<file path="src/inc/ccg_params.svh">
// Register offsets, field positions, reset values and counts of the clock generator
`ifndef CCG_PARAMS_SVH
`define CCG_PARAMS_SVH

`define CCG_ADDR_PROC_CLK   16'hFFFB
`define CCG_ADDR_SUB_OSC    16'hFFF0
`define CCG_ADDR_SUBCLK     16'hFFF2

`define CCG_PROC_CLK_RESET  8'h02
`define CCG_SUB_OSC_RESET   8'h00
`define CCG_SUBCLK_RESET    8'h00

`define CCG_BIT_MAIN_STOP   7
`define CCG_BIT_DIV_SEL     1
`define CCG_BIT_FB_RES      1
`define CCG_BIT_SUB_STOP    0
`define CCG_BIT_SUB_SEL     4
`define CCG_BIT_SRC_STAT    5

`define CCG_SW_FAST_SLOW    9'h004
`define CCG_SW_FAST_SUB     9'h132
`define CCG_SW_OTHER        9'h002

`define CCG_MAIN_DIV_LAST   2'h3
`define CCG_STAB_TICKS      32768

`endif

</file>
<file path="src/inc/ccg_pkg.sv">
// Types shared by the clock generator modules
package ccg_pkg;

   typedef struct packed {
      logic sub_clock_sel;
      logic cpu_div_sel;
   } ccg_sel_s;

   typedef enum logic [1:0] {
      ST_OFF  = 2'h0,
      ST_STAB = 2'h1,
      ST_RUN  = 2'h3,
      ST_STOP = 2'h2
   } ccg_state_e;

endpackage

</file>
<file path="src/logic/ccg_sync_edge.sv">
// Two-stage synchroniser with rising-edge pulse for an oscillator pin
`timescale 1ns/1ps
module ccg_sync_edge (
   input  wire logic clk,
   input  wire logic resetn,
   input  wire logic pin,
   output logic      rise
);
   logic s1;
   logic s2;
   logic s3;

   always_ff @(posedge clk or negedge resetn) begin
      if (!resetn) begin
         s1 <= 1'b0;
         s2 <= 1'b0;
         s3 <= 1'b0;
      end else begin
         s1 <= pin;
         s2 <= s1;
         s3 <= s2;
      end
   end

   assign rise = s2 & ~s3;
endmodule

</file>
<file path="src/logic/ccg_top.sv">
// CPU and peripheral clock generator with source switch, standby gating and start-up wait
// What this block does
// - Reset selects main clock divided by four; divide select bit resets to one.
// - Main oscillator stays stopped while reset is held low.
// - Three CPU clocks: main, main divided by four, subsystem divided by two.
// - With main clock selected, both stop and halt standby are allowed.
// - Feedback resistor bit in sub oscillator mode register disconnects the resistor.
// - Sub oscillator stop bit set stops subsystem oscillator; clear keeps it running.
// - Subsystem select bit switches the CPU clock to the subsystem oscillator.
// - Main stop bit stops main oscillator while subsystem clock drives the CPU.
// - With subsystem clock selected, halt is allowed but stop is refused.
// - Peripheral clocks divide the main clock; subsystem clock feeds only the watch timer.
// - Peripherals except watch timer halt when the main clock is stopped.
// - After a selection write, the old CPU clock runs on for a bounded delay.
// - Delays: fast to slow main 4, fast main to sub 306, otherwise 2.
// - Delays count CPU clocks of the selection in force before switching.
// - Reset release starts main oscillator and waits 2^15 main periods.
// - After the start-up wait the CPU runs on the divided main clock.
// - Clearing main stop bit restarts main oscillator; software then reselects high speed.
// - A divider on the main oscillator makes the derived clocks.
// - Sub select 0 and divide 0 main, 0 and 1 main/4, sub select 1 sub/2.
// - Read-only status bit shows whether the CPU runs on main or subsystem clock.
// - Reset clears subclock control and sub oscillator mode registers.
//
// Implementation choices: the placing of the registers and the address-and-strobe port.
`timescale 1ns/1ps
`include "ccg_params.svh"
module ccg_top #(
   parameter int STAB_MAIN_TICKS = `CCG_STAB_TICKS
) (
   input  wire logic        CLK_SYS,
   input  wire logic        RESETN,
   input  wire logic [15:0] REG_ADDR,
   input  wire logic [7:0]  REG_WDATA,
   input  wire logic        REG_WR,
   input  wire logic        REG_RD,
   output logic      [7:0]  REG_RDATA,
   input  wire logic        MAIN_OSC_IN,
   input  wire logic        SUB_OSC_IN,
   output logic             MAIN_OSC_EN,
   output logic             SUB_OSC_EN,
   output logic             FEEDBACK_RES_EN,
   input  wire logic        STOP_REQ,
   input  wire logic        HALT_REQ,
   input  wire logic        WAKE_REQ,
   output logic             STOP_MODE,
   output logic             HALT_MODE,
   output logic             CPU_RUN,
   output logic             CPU_CLK_EN,
   output logic      [7:0]  PERIPH_CLK_EN,
   output logic             PERIPH_RUN,
   output logic             WATCH_CLK_EN
);
   ccg_pkg::ccg_state_e state;
   ccg_pkg::ccg_state_e next_state;
   ccg_pkg::ccg_sel_s   sel_sw;
   ccg_pkg::ccg_sel_s   cur_sel;
   logic                main_osc_stop;
   logic                feedback_res_off;
   logic                sub_osc_stop;
   logic [15:0]         stab_cnt;
   logic [8:0]          sw_cnt;
   logic [1:0]          main_div;
   logic                sub_half;
   logic [7:0]          pdiv;
   logic                main_rise;
   logic                sub_rise;

   // Switch delay in CPU clocks of the selection in force
   function automatic logic [8:0] sw_limit(input ccg_pkg::ccg_sel_s from_sel,
                                           input ccg_pkg::ccg_sel_s to_sel);
      logic fast;
      fast = !from_sel.sub_clock_sel && !from_sel.cpu_div_sel;
      if (fast && to_sel.sub_clock_sel)
         return `CCG_SW_FAST_SUB;
      else if (fast && to_sel.cpu_div_sel)
         return `CCG_SW_FAST_SLOW;
      else
         return `CCG_SW_OTHER;
   endfunction

   ccg_sync_edge u_main_edge (
      .clk    (CLK_SYS),
      .resetn (RESETN),
      .pin    (MAIN_OSC_IN),
      .rise   (main_rise)
   );

   ccg_sync_edge u_sub_edge (
      .clk    (CLK_SYS),
      .resetn (RESETN),
      .pin    (SUB_OSC_IN),
      .rise   (sub_rise)
   );

   // Register decode
   wire wr_proc = REG_WR && (REG_ADDR == `CCG_ADDR_PROC_CLK);
   wire wr_sosc = REG_WR && (REG_ADDR == `CCG_ADDR_SUB_OSC);
   wire wr_sclk = REG_WR && (REG_ADDR == `CCG_ADDR_SUBCLK);

   // Main stop only bites while the CPU really runs on the subsystem clock,
   // so a misplaced write can never freeze the CPU clock itself
   wire main_stop_eff = main_osc_stop && cur_sel.sub_clock_sel;
   wire main_on = (state == ccg_pkg::ST_STAB) ||
                  ((state == ccg_pkg::ST_RUN) && !main_stop_eff);
   wire main_tick = main_rise && MAIN_OSC_EN;
   wire sub_tick  = sub_rise && SUB_OSC_EN;
   wire main_q    = main_tick && (main_div == `CCG_MAIN_DIV_LAST);
   wire sub_h     = sub_tick && sub_half;

   // CPU source tick, selected by the selection in force
   wire cpu_src_tick = cur_sel.sub_clock_sel ? sub_h :
                       (cur_sel.cpu_div_sel ? main_q : main_tick);
   wire sw_pend = (sel_sw != cur_sel);
   wire [8:0] sw_max = sw_limit(cur_sel, sel_sw);
   wire sw_done = sw_pend && cpu_src_tick &&
                  (sw_cnt == 9'(sw_max - 9'h001));
   wire stab_done = main_tick &&
                    (stab_cnt == 16'(STAB_MAIN_TICKS - 1));
   wire stop_ok = STOP_REQ && !cur_sel.sub_clock_sel &&
                  (state == ccg_pkg::ST_RUN);
   wire halt_ok = HALT_REQ && (state == ccg_pkg::ST_RUN);

   wire [7:0] rd_proc = {main_osc_stop, 5'h00, sel_sw.cpu_div_sel, 1'b0};
   wire [7:0] rd_sosc = {6'h00, feedback_res_off, sub_osc_stop};
   wire [7:0] rd_sclk = {2'h0, cur_sel.sub_clock_sel,
                         sel_sw.sub_clock_sel, 4'h0};
   wire [7:0] rd_val = (REG_ADDR == `CCG_ADDR_PROC_CLK) ? rd_proc :
                       (REG_ADDR == `CCG_ADDR_SUB_OSC)  ? rd_sosc :
                       (REG_ADDR == `CCG_ADDR_SUBCLK)   ? rd_sclk : 8'h00;

   always_comb begin
      next_state = state;
      unique case (state)
         ccg_pkg::ST_OFF:  next_state = ccg_pkg::ST_STAB;
         ccg_pkg::ST_STAB: if (stab_done) next_state = ccg_pkg::ST_RUN;
         ccg_pkg::ST_RUN:  if (stop_ok) next_state = ccg_pkg::ST_STOP;
         ccg_pkg::ST_STOP: if (WAKE_REQ) next_state = ccg_pkg::ST_STAB;
      endcase
   end

   always_ff @(posedge CLK_SYS or negedge RESETN) begin
      if (!RESETN)
         state <= ccg_pkg::ST_OFF;
      else
         state <= next_state;
   end

   // Software registers
   always_ff @(posedge CLK_SYS or negedge RESETN) begin
      if (!RESETN) begin
         main_osc_stop         <= 1'(`CCG_PROC_CLK_RESET >> `CCG_BIT_MAIN_STOP);
         sel_sw.cpu_div_sel    <= 1'(`CCG_PROC_CLK_RESET >> `CCG_BIT_DIV_SEL);
         sel_sw.sub_clock_sel  <= 1'(`CCG_SUBCLK_RESET >> `CCG_BIT_SUB_SEL);
         feedback_res_off      <= 1'(`CCG_SUB_OSC_RESET >> `CCG_BIT_FB_RES);
         sub_osc_stop          <= 1'(`CCG_SUB_OSC_RESET >> `CCG_BIT_SUB_STOP);
      end else begin
         if (wr_proc) begin
            main_osc_stop      <= REG_WDATA[`CCG_BIT_MAIN_STOP];
            sel_sw.cpu_div_sel <= REG_WDATA[`CCG_BIT_DIV_SEL];
         end
         if (wr_sclk)
            sel_sw.sub_clock_sel <= REG_WDATA[`CCG_BIT_SUB_SEL];
         if (wr_sosc) begin
            feedback_res_off   <= REG_WDATA[`CCG_BIT_FB_RES];
            sub_osc_stop       <= REG_WDATA[`CCG_BIT_SUB_STOP];
         end
      end
   end

   always_ff @(posedge CLK_SYS or negedge RESETN) begin
      if (!RESETN)
         REG_RDATA <= 8'h00;
      else
         REG_RDATA <= REG_RD ? rd_val : 8'h00;
   end

   // Selection in force; it moves only on a tick of the old clock, which
   // ends that clock's period cleanly before the new source takes over
   always_ff @(posedge CLK_SYS or negedge RESETN) begin
      if (!RESETN) begin
         cur_sel.sub_clock_sel <= 1'(`CCG_SUBCLK_RESET >> `CCG_BIT_SUB_SEL);
         cur_sel.cpu_div_sel   <= 1'(`CCG_PROC_CLK_RESET >> `CCG_BIT_DIV_SEL);
         sw_cnt                <= 9'h000;
      end else if (!sw_pend || wr_proc || wr_sclk) begin
         sw_cnt <= 9'h000;
      end else if (sw_done) begin
         cur_sel <= sel_sw;
         sw_cnt  <= 9'h000;
      end else if (cpu_src_tick) begin
         sw_cnt <= 9'(sw_cnt + 9'h001);
      end
   end

   // Start-up wait counter in main oscillator periods
   always_ff @(posedge CLK_SYS or negedge RESETN) begin
      if (!RESETN)
         stab_cnt <= 16'h0000;
      else if (state != ccg_pkg::ST_STAB)
         stab_cnt <= 16'h0000;
      else if (main_tick)
         stab_cnt <= 16'(stab_cnt + 16'h0001);
   end

   // Frequency dividers on the oscillator ticks
   always_ff @(posedge CLK_SYS or negedge RESETN) begin
      if (!RESETN) begin
         main_div <= 2'h0;
         sub_half <= 1'b0;
         pdiv     <= 8'h00;
      end else begin
         if (main_tick) begin
            main_div <= 2'(main_div + 2'h1);
            pdiv     <= 8'(pdiv + 8'h01);
         end
         if (sub_tick)
            sub_half <= !sub_half;
      end
   end

   // Peripheral enable i fires once per 2^(i+1) main ticks; a genvar keeps
   // the part-select of the divider constant for every bit
   logic [7:0] next_periph;
   for (genvar i = 0; i < 8; i++) begin : g_periph
      assign next_periph[i] = main_tick && (&pdiv[i:0]);
   end

   always_ff @(posedge CLK_SYS or negedge RESETN) begin
      if (!RESETN) begin
         MAIN_OSC_EN     <= 1'b0;
         SUB_OSC_EN      <= 1'b0;
         FEEDBACK_RES_EN <= 1'b0;
         STOP_MODE       <= 1'b0;
         HALT_MODE       <= 1'b0;
         CPU_RUN         <= 1'b0;
         CPU_CLK_EN      <= 1'b0;
         PERIPH_CLK_EN   <= 8'h00;
         PERIPH_RUN      <= 1'b0;
         WATCH_CLK_EN    <= 1'b0;
      end else begin
         MAIN_OSC_EN     <= main_on;
         SUB_OSC_EN      <= !sub_osc_stop;
         FEEDBACK_RES_EN <= !feedback_res_off;
         STOP_MODE       <= (next_state == ccg_pkg::ST_STOP);
         HALT_MODE       <= WAKE_REQ ? 1'b0 : (HALT_MODE || halt_ok);
         CPU_RUN         <= (next_state == ccg_pkg::ST_RUN);
         CPU_CLK_EN      <= cpu_src_tick && (state == ccg_pkg::ST_RUN) &&
                            !HALT_MODE && !halt_ok;
         PERIPH_CLK_EN   <= next_periph;
         PERIPH_RUN      <= main_on;
         WATCH_CLK_EN    <= sub_tick;
      end
   end

   reset_sel_a: assert property (@(posedge CLK_SYS) disable iff (!RESETN)
      state == ccg_pkg::ST_OFF |-> cur_sel.cpu_div_sel && !cur_sel.sub_clock_sel)
      else $error("reset selection is not main divided by four");

   osc_reset_a: assert property (@(posedge CLK_SYS) disable iff (!RESETN)
      state == ccg_pkg::ST_OFF |-> !MAIN_OSC_EN)
      else $error("main oscillator enabled during reset");

   stop_refused_a: assert property (@(posedge CLK_SYS) disable iff (!RESETN)
      STOP_REQ && cur_sel.sub_clock_sel && !STOP_MODE |=> !STOP_MODE)
      else $error("stop mode entered on subsystem clock");

   halt_taken_a: assert property (@(posedge CLK_SYS) disable iff (!RESETN)
      HALT_REQ && state == ccg_pkg::ST_RUN && !WAKE_REQ |=> HALT_MODE ##0 !CPU_CLK_EN)
      else $error("halt request not honoured");

   fb_res_a: assert property (@(posedge CLK_SYS) disable iff (!RESETN)
      wr_sosc && REG_WDATA[`CCG_BIT_FB_RES] |=> ##1 !FEEDBACK_RES_EN)
      else $error("feedback resistor still connected");

   sub_stop_a: assert property (@(posedge CLK_SYS) disable iff (!RESETN)
      wr_sosc && REG_WDATA[`CCG_BIT_SUB_STOP] |=> ##1 !SUB_OSC_EN ##1 !WATCH_CLK_EN)
      else $error("subsystem oscillator still running");

   switch_delay_a: assert property (@(posedge CLK_SYS) disable iff (!RESETN)
      $changed(cur_sel) |-> $past(sw_cnt) == 9'($past(sw_max) - 9'h001))
      else $error("clock switched after wrong delay");

   switch_safe_a: assert property (@(posedge CLK_SYS) disable iff (!RESETN)
      $changed(cur_sel) |-> $past(cpu_src_tick))
      else $error("clock switched between old clock ticks");

   stab_wait_a: assert property (@(posedge CLK_SYS) disable iff (!RESETN)
      $rose(CPU_RUN) |-> $past(stab_cnt, 2) == 16'(STAB_MAIN_TICKS - 1))
      else $error("CPU started before stabilisation wait");

   main_stop_a: assert property (@(posedge CLK_SYS) disable iff (!RESETN)
      main_osc_stop && cur_sel.sub_clock_sel && state == ccg_pkg::ST_RUN
      |=> !MAIN_OSC_EN ##1 PERIPH_CLK_EN == 8'h00)
      else $error("main oscillator not stopped");
endmodule

</file>
<file path="config.mk">
export PLATFORM = sky130hd
export DESIGN_NAME = ccg_top
export DESIGN_NICKNAME = d
export VERILOG_FILES = /design/src/inc/ccg_pkg.sv /design/src/logic/ccg_sync_edge.sv /design/src/logic/ccg_top.sv
export VERILOG_INCLUDE_DIRS = /design/src /design/src/inc
export SDC_FILE = /design/constraint.sdc
export NUM_CORES = 1
export LEC_CHECK = 0
export BUFFER_PORTS_ARGS = -buffer_cell sky130_fd_sc_hd__buf_2
export CAP_MARGIN = 20
export CORE_MARGIN = 2
export CORE_UTILIZATION = 43
export DETAILED_ROUTE_END_ITERATION = 10
export GPL_ROUTABILITY_DRIVEN = 1
export SLEW_MARGIN = 10
export SYNTH_ARGS = -nofsm -noshare
export SYNTH_HDL_FRONTEND = slang
export SYNTH_SLANG_ARGS = --single-unit
</file>
<file path="constraint.sdc">
create_clock -name CLK_SYS -period 2 [get_ports CLK_SYS]
set_input_delay 0.1 -clock CLK_SYS [delete_from_list [all_inputs] [get_ports CLK_SYS]]
set_output_delay 0.1 -clock CLK_SYS [all_outputs]
set_load 0.02 [all_outputs]
</file>
==> flow_summary.ini <==
[run_status]
status = finished clean

[floorplanning]
io_pins = 58
dieWidth_um = 90.6
initial_core_util_pct = 44.4
core_area_um2 = 7250
rows = 31
fp.dieH_um = 90.6
dieArea_um2 = 8200

[setup_path]
cp_slowest_cell = dfrtp_1
startpoint_type = flip-flop
crit_path_max_incr_delay_ns = 0.59
critPathMaxFanout = 10
cp_top_family = flip-flops
cp.buffers_inverters = 0
cp-end-kind = flip-flop
r2r_end = cur_sel[0]
arrival_ns = 2.13
critPathKind = reg -> reg
r2r_cells = 5
cp_cell_sequence = nor2_1 > a2111oi_4 > o2111ai_2 > nand3b_4 > mux2_4
reg2reg_slack_ns = 0.14
worstReg2RegStart = cur_sel[1]
crit_required_ns = 2.27

[logic_synthesis]
synth-async-reset-ratio_pct = 100
ys_seq_area_share_pct = 56.0
ys_ff_latch = 72
yosys_warnings = 0
synth_cell_types = 47
synthCells = 279
synthesis.area_um2 = 3220
synth_edf_count = 0
syn_area_per_cell_um2 = 11.6
synth-main-ff-cell = dfrtp_1

[timing]
finClkSkew_ns = 0.00765
slew_viol_final = 0
final.setup.tns_ns = 0
fin_ws_ns = 0.144
period_share_pct = 92.8
tightest_slew_ns = 0.531
max_slew_margin_pct = 64.6
period_minus_slack_ns = 1.86
whs_ns = 0.0282
setup_viol = 0
hold_viol = 0
rsz0062_at_grt = no
fmax_ghz = 0.539

[placement]
place.gp.congestion = 0.771
place_hpwl_um = 3990
port_buffers = 50
dpl-instance-area_um2 = 3590
pre_cts_ws_ns = 0.145

[detailed_routing]
routed_wl_um = 5620
via_per_inst = 4.91
num_vias = 2204
antenna_left = 0
wl_per_cell_um = 12.5
first_pass_iters = 4
drtIter0Drc = 78
drc_errors = 0

[finish]
layout_commonest_cell = dfrtp_1
post-route-cell-area_um2 = 3910
layout_common_cells = dfrtp_1 (70), buf_2 (50), nor2_1 (30), nand2_1 (24), xnor2_1 (16)
insertedDiodeCount = 0
final_core_util_pct = 53.9
drive_gt1_share_pct = 26.3
area_growth_pct = 21.3
final_nets = 384
fillCellCount = 681

[global_routing]
use_met2_pct = 24.4
use_met1_pct = 18.0
busiest_layer = met2
overflow = 0
antenna_found_initial = 0
first_global_vias = 2291
grt_max_degree = 51
grt_pass1_wl_um = 9800
grt_util_all_layers_pct = 14.9
grtUsageMet3_pct = 3.42

[cts]
clk_latency_ns = 0.35
holdBufCountCts = 9
cts_max_level = 3
cts_resized = 0
cts_setup_buffers = 0
cts_tree = done
clk_pin_slew_ns = 0.08
clock_path_buffers = 2
root_buffer = clkbuf_8
clock-sinks = 72
numCtsBuffers = 9

[min_path]
hold_start = REG_RD
hp-class = in -> reg
holdPathStages = 2
holdPathEnd = REG_RDATA[1]

[flow_run]
drv_cap = 0

[power_and_ir_drop]
total_leakage_power_nw = 1.87
powerDensity_nw_per_um2 = 996
peakVddDrop_mv = 0.394
[Yosys cell counts (5+ instances only)]
cell      number  share of area [%]
and2_1         7                1.4
and4_1         5                1.4
nand3_1       15                2.3
buf_4          5                1.2
clkbuf_1       5               0.58
nand4_1        5               0.97
mux2_2         9                3.1
inv_1          9                1.0
xor2_1        13                3.5
ha_1           6                2.3
and3_1        11                2.1
nand2_1       24                2.8
nor2_1        30                3.5
dfrtp_1       70                 54
xnor2_1       16                4.3
[metal layers]
| layer | wire [um] | up-vias |
|---|---|---|
| met3 | 232 | 14 |
| li1 | - | 1092 |
| met1 | 2560 | 1046 |
| met4 | 140 | 0 |
| met2 | 2690 | 52 |
| met5 | 0 | - |
[worst max path at each step]
stage                    start  cells past startpoint          to  slack, ns
CTS                 cur_sel[1]                      5  cur_sel[0]       0.13
detailed placement  cur_sel[1]                      5  cur_sel[0]       0.14
global route        cur_sel[0]                      5   sw_cnt[7]       0.04
finish              cur_sel[1]                      5  cur_sel[0]       0.14
global placement    cur_sel[1]                      5  cur_sel[0]       0.20
floorplan           cur_sel[0]                      5  cur_sel[0]       0.24
[state kept, by name (all words and copies together), names as in the netlist, 2 cells and up]
| register | cells |
|---|---|
| main_div | 2 |
| cur_sel | 2 |
| PERIPH_CLK_EN | 8 |
| sw_cnt | 9 |
| stab_cnt | 16 |
| state | 2 |
| pdiv | 8 |
| REG_RDATA | 5 |
[area by class of cell]
type	count	area, um2	share of cell area, %
Multi-Input combinational cell	189	1330	34.1
Inverter	9	33.8	0.864
Clock buffer	9	124	3.17
Clock inverter	7	101	2.59
Timing Repair Buffer	64	390	9.98
Sequential cell	72	1800	46.1
Tap cell	99	124	3.17
[logic make-up (layout without fill, tap and decap cells)]
logic type                 Yosys count  count (layout)  share of synthesized area [%]
adders and majority gates            6               6                           2.33
other                                1               3                          0.116
AOI/OAI and AO/OA                   18              18                           5.36
muxes                               12              12                           4.23
DFF                                 72              72                           56.0
and+or+nand+nor                    121             121                           21.2
xor gates and xnor gates            29              29                           7.88
buffers and inverters               20              89                           2.91
[where the power goes]
group	switching [mW]	internal [mW]	total, mW
Combinational	0.438	0.347	0.785
Sequential	0.184	1.64	1.82
Clock	0.573	0.715	1.29
Total	1.20	2.70	3.90
[stage by stage]
| stage | total power, mW | instances |
|---|---|---|
| floorplan | 2.40 | 281 |
| global placement | 2.62 | 424 |
| detailed placement | 2.64 | 424 |
| CTS | 3.96 | 449 |
| global route | 4.13 | 449 |
| finish | 3.90 | 449 |
(Power assumes the default switching activity.)
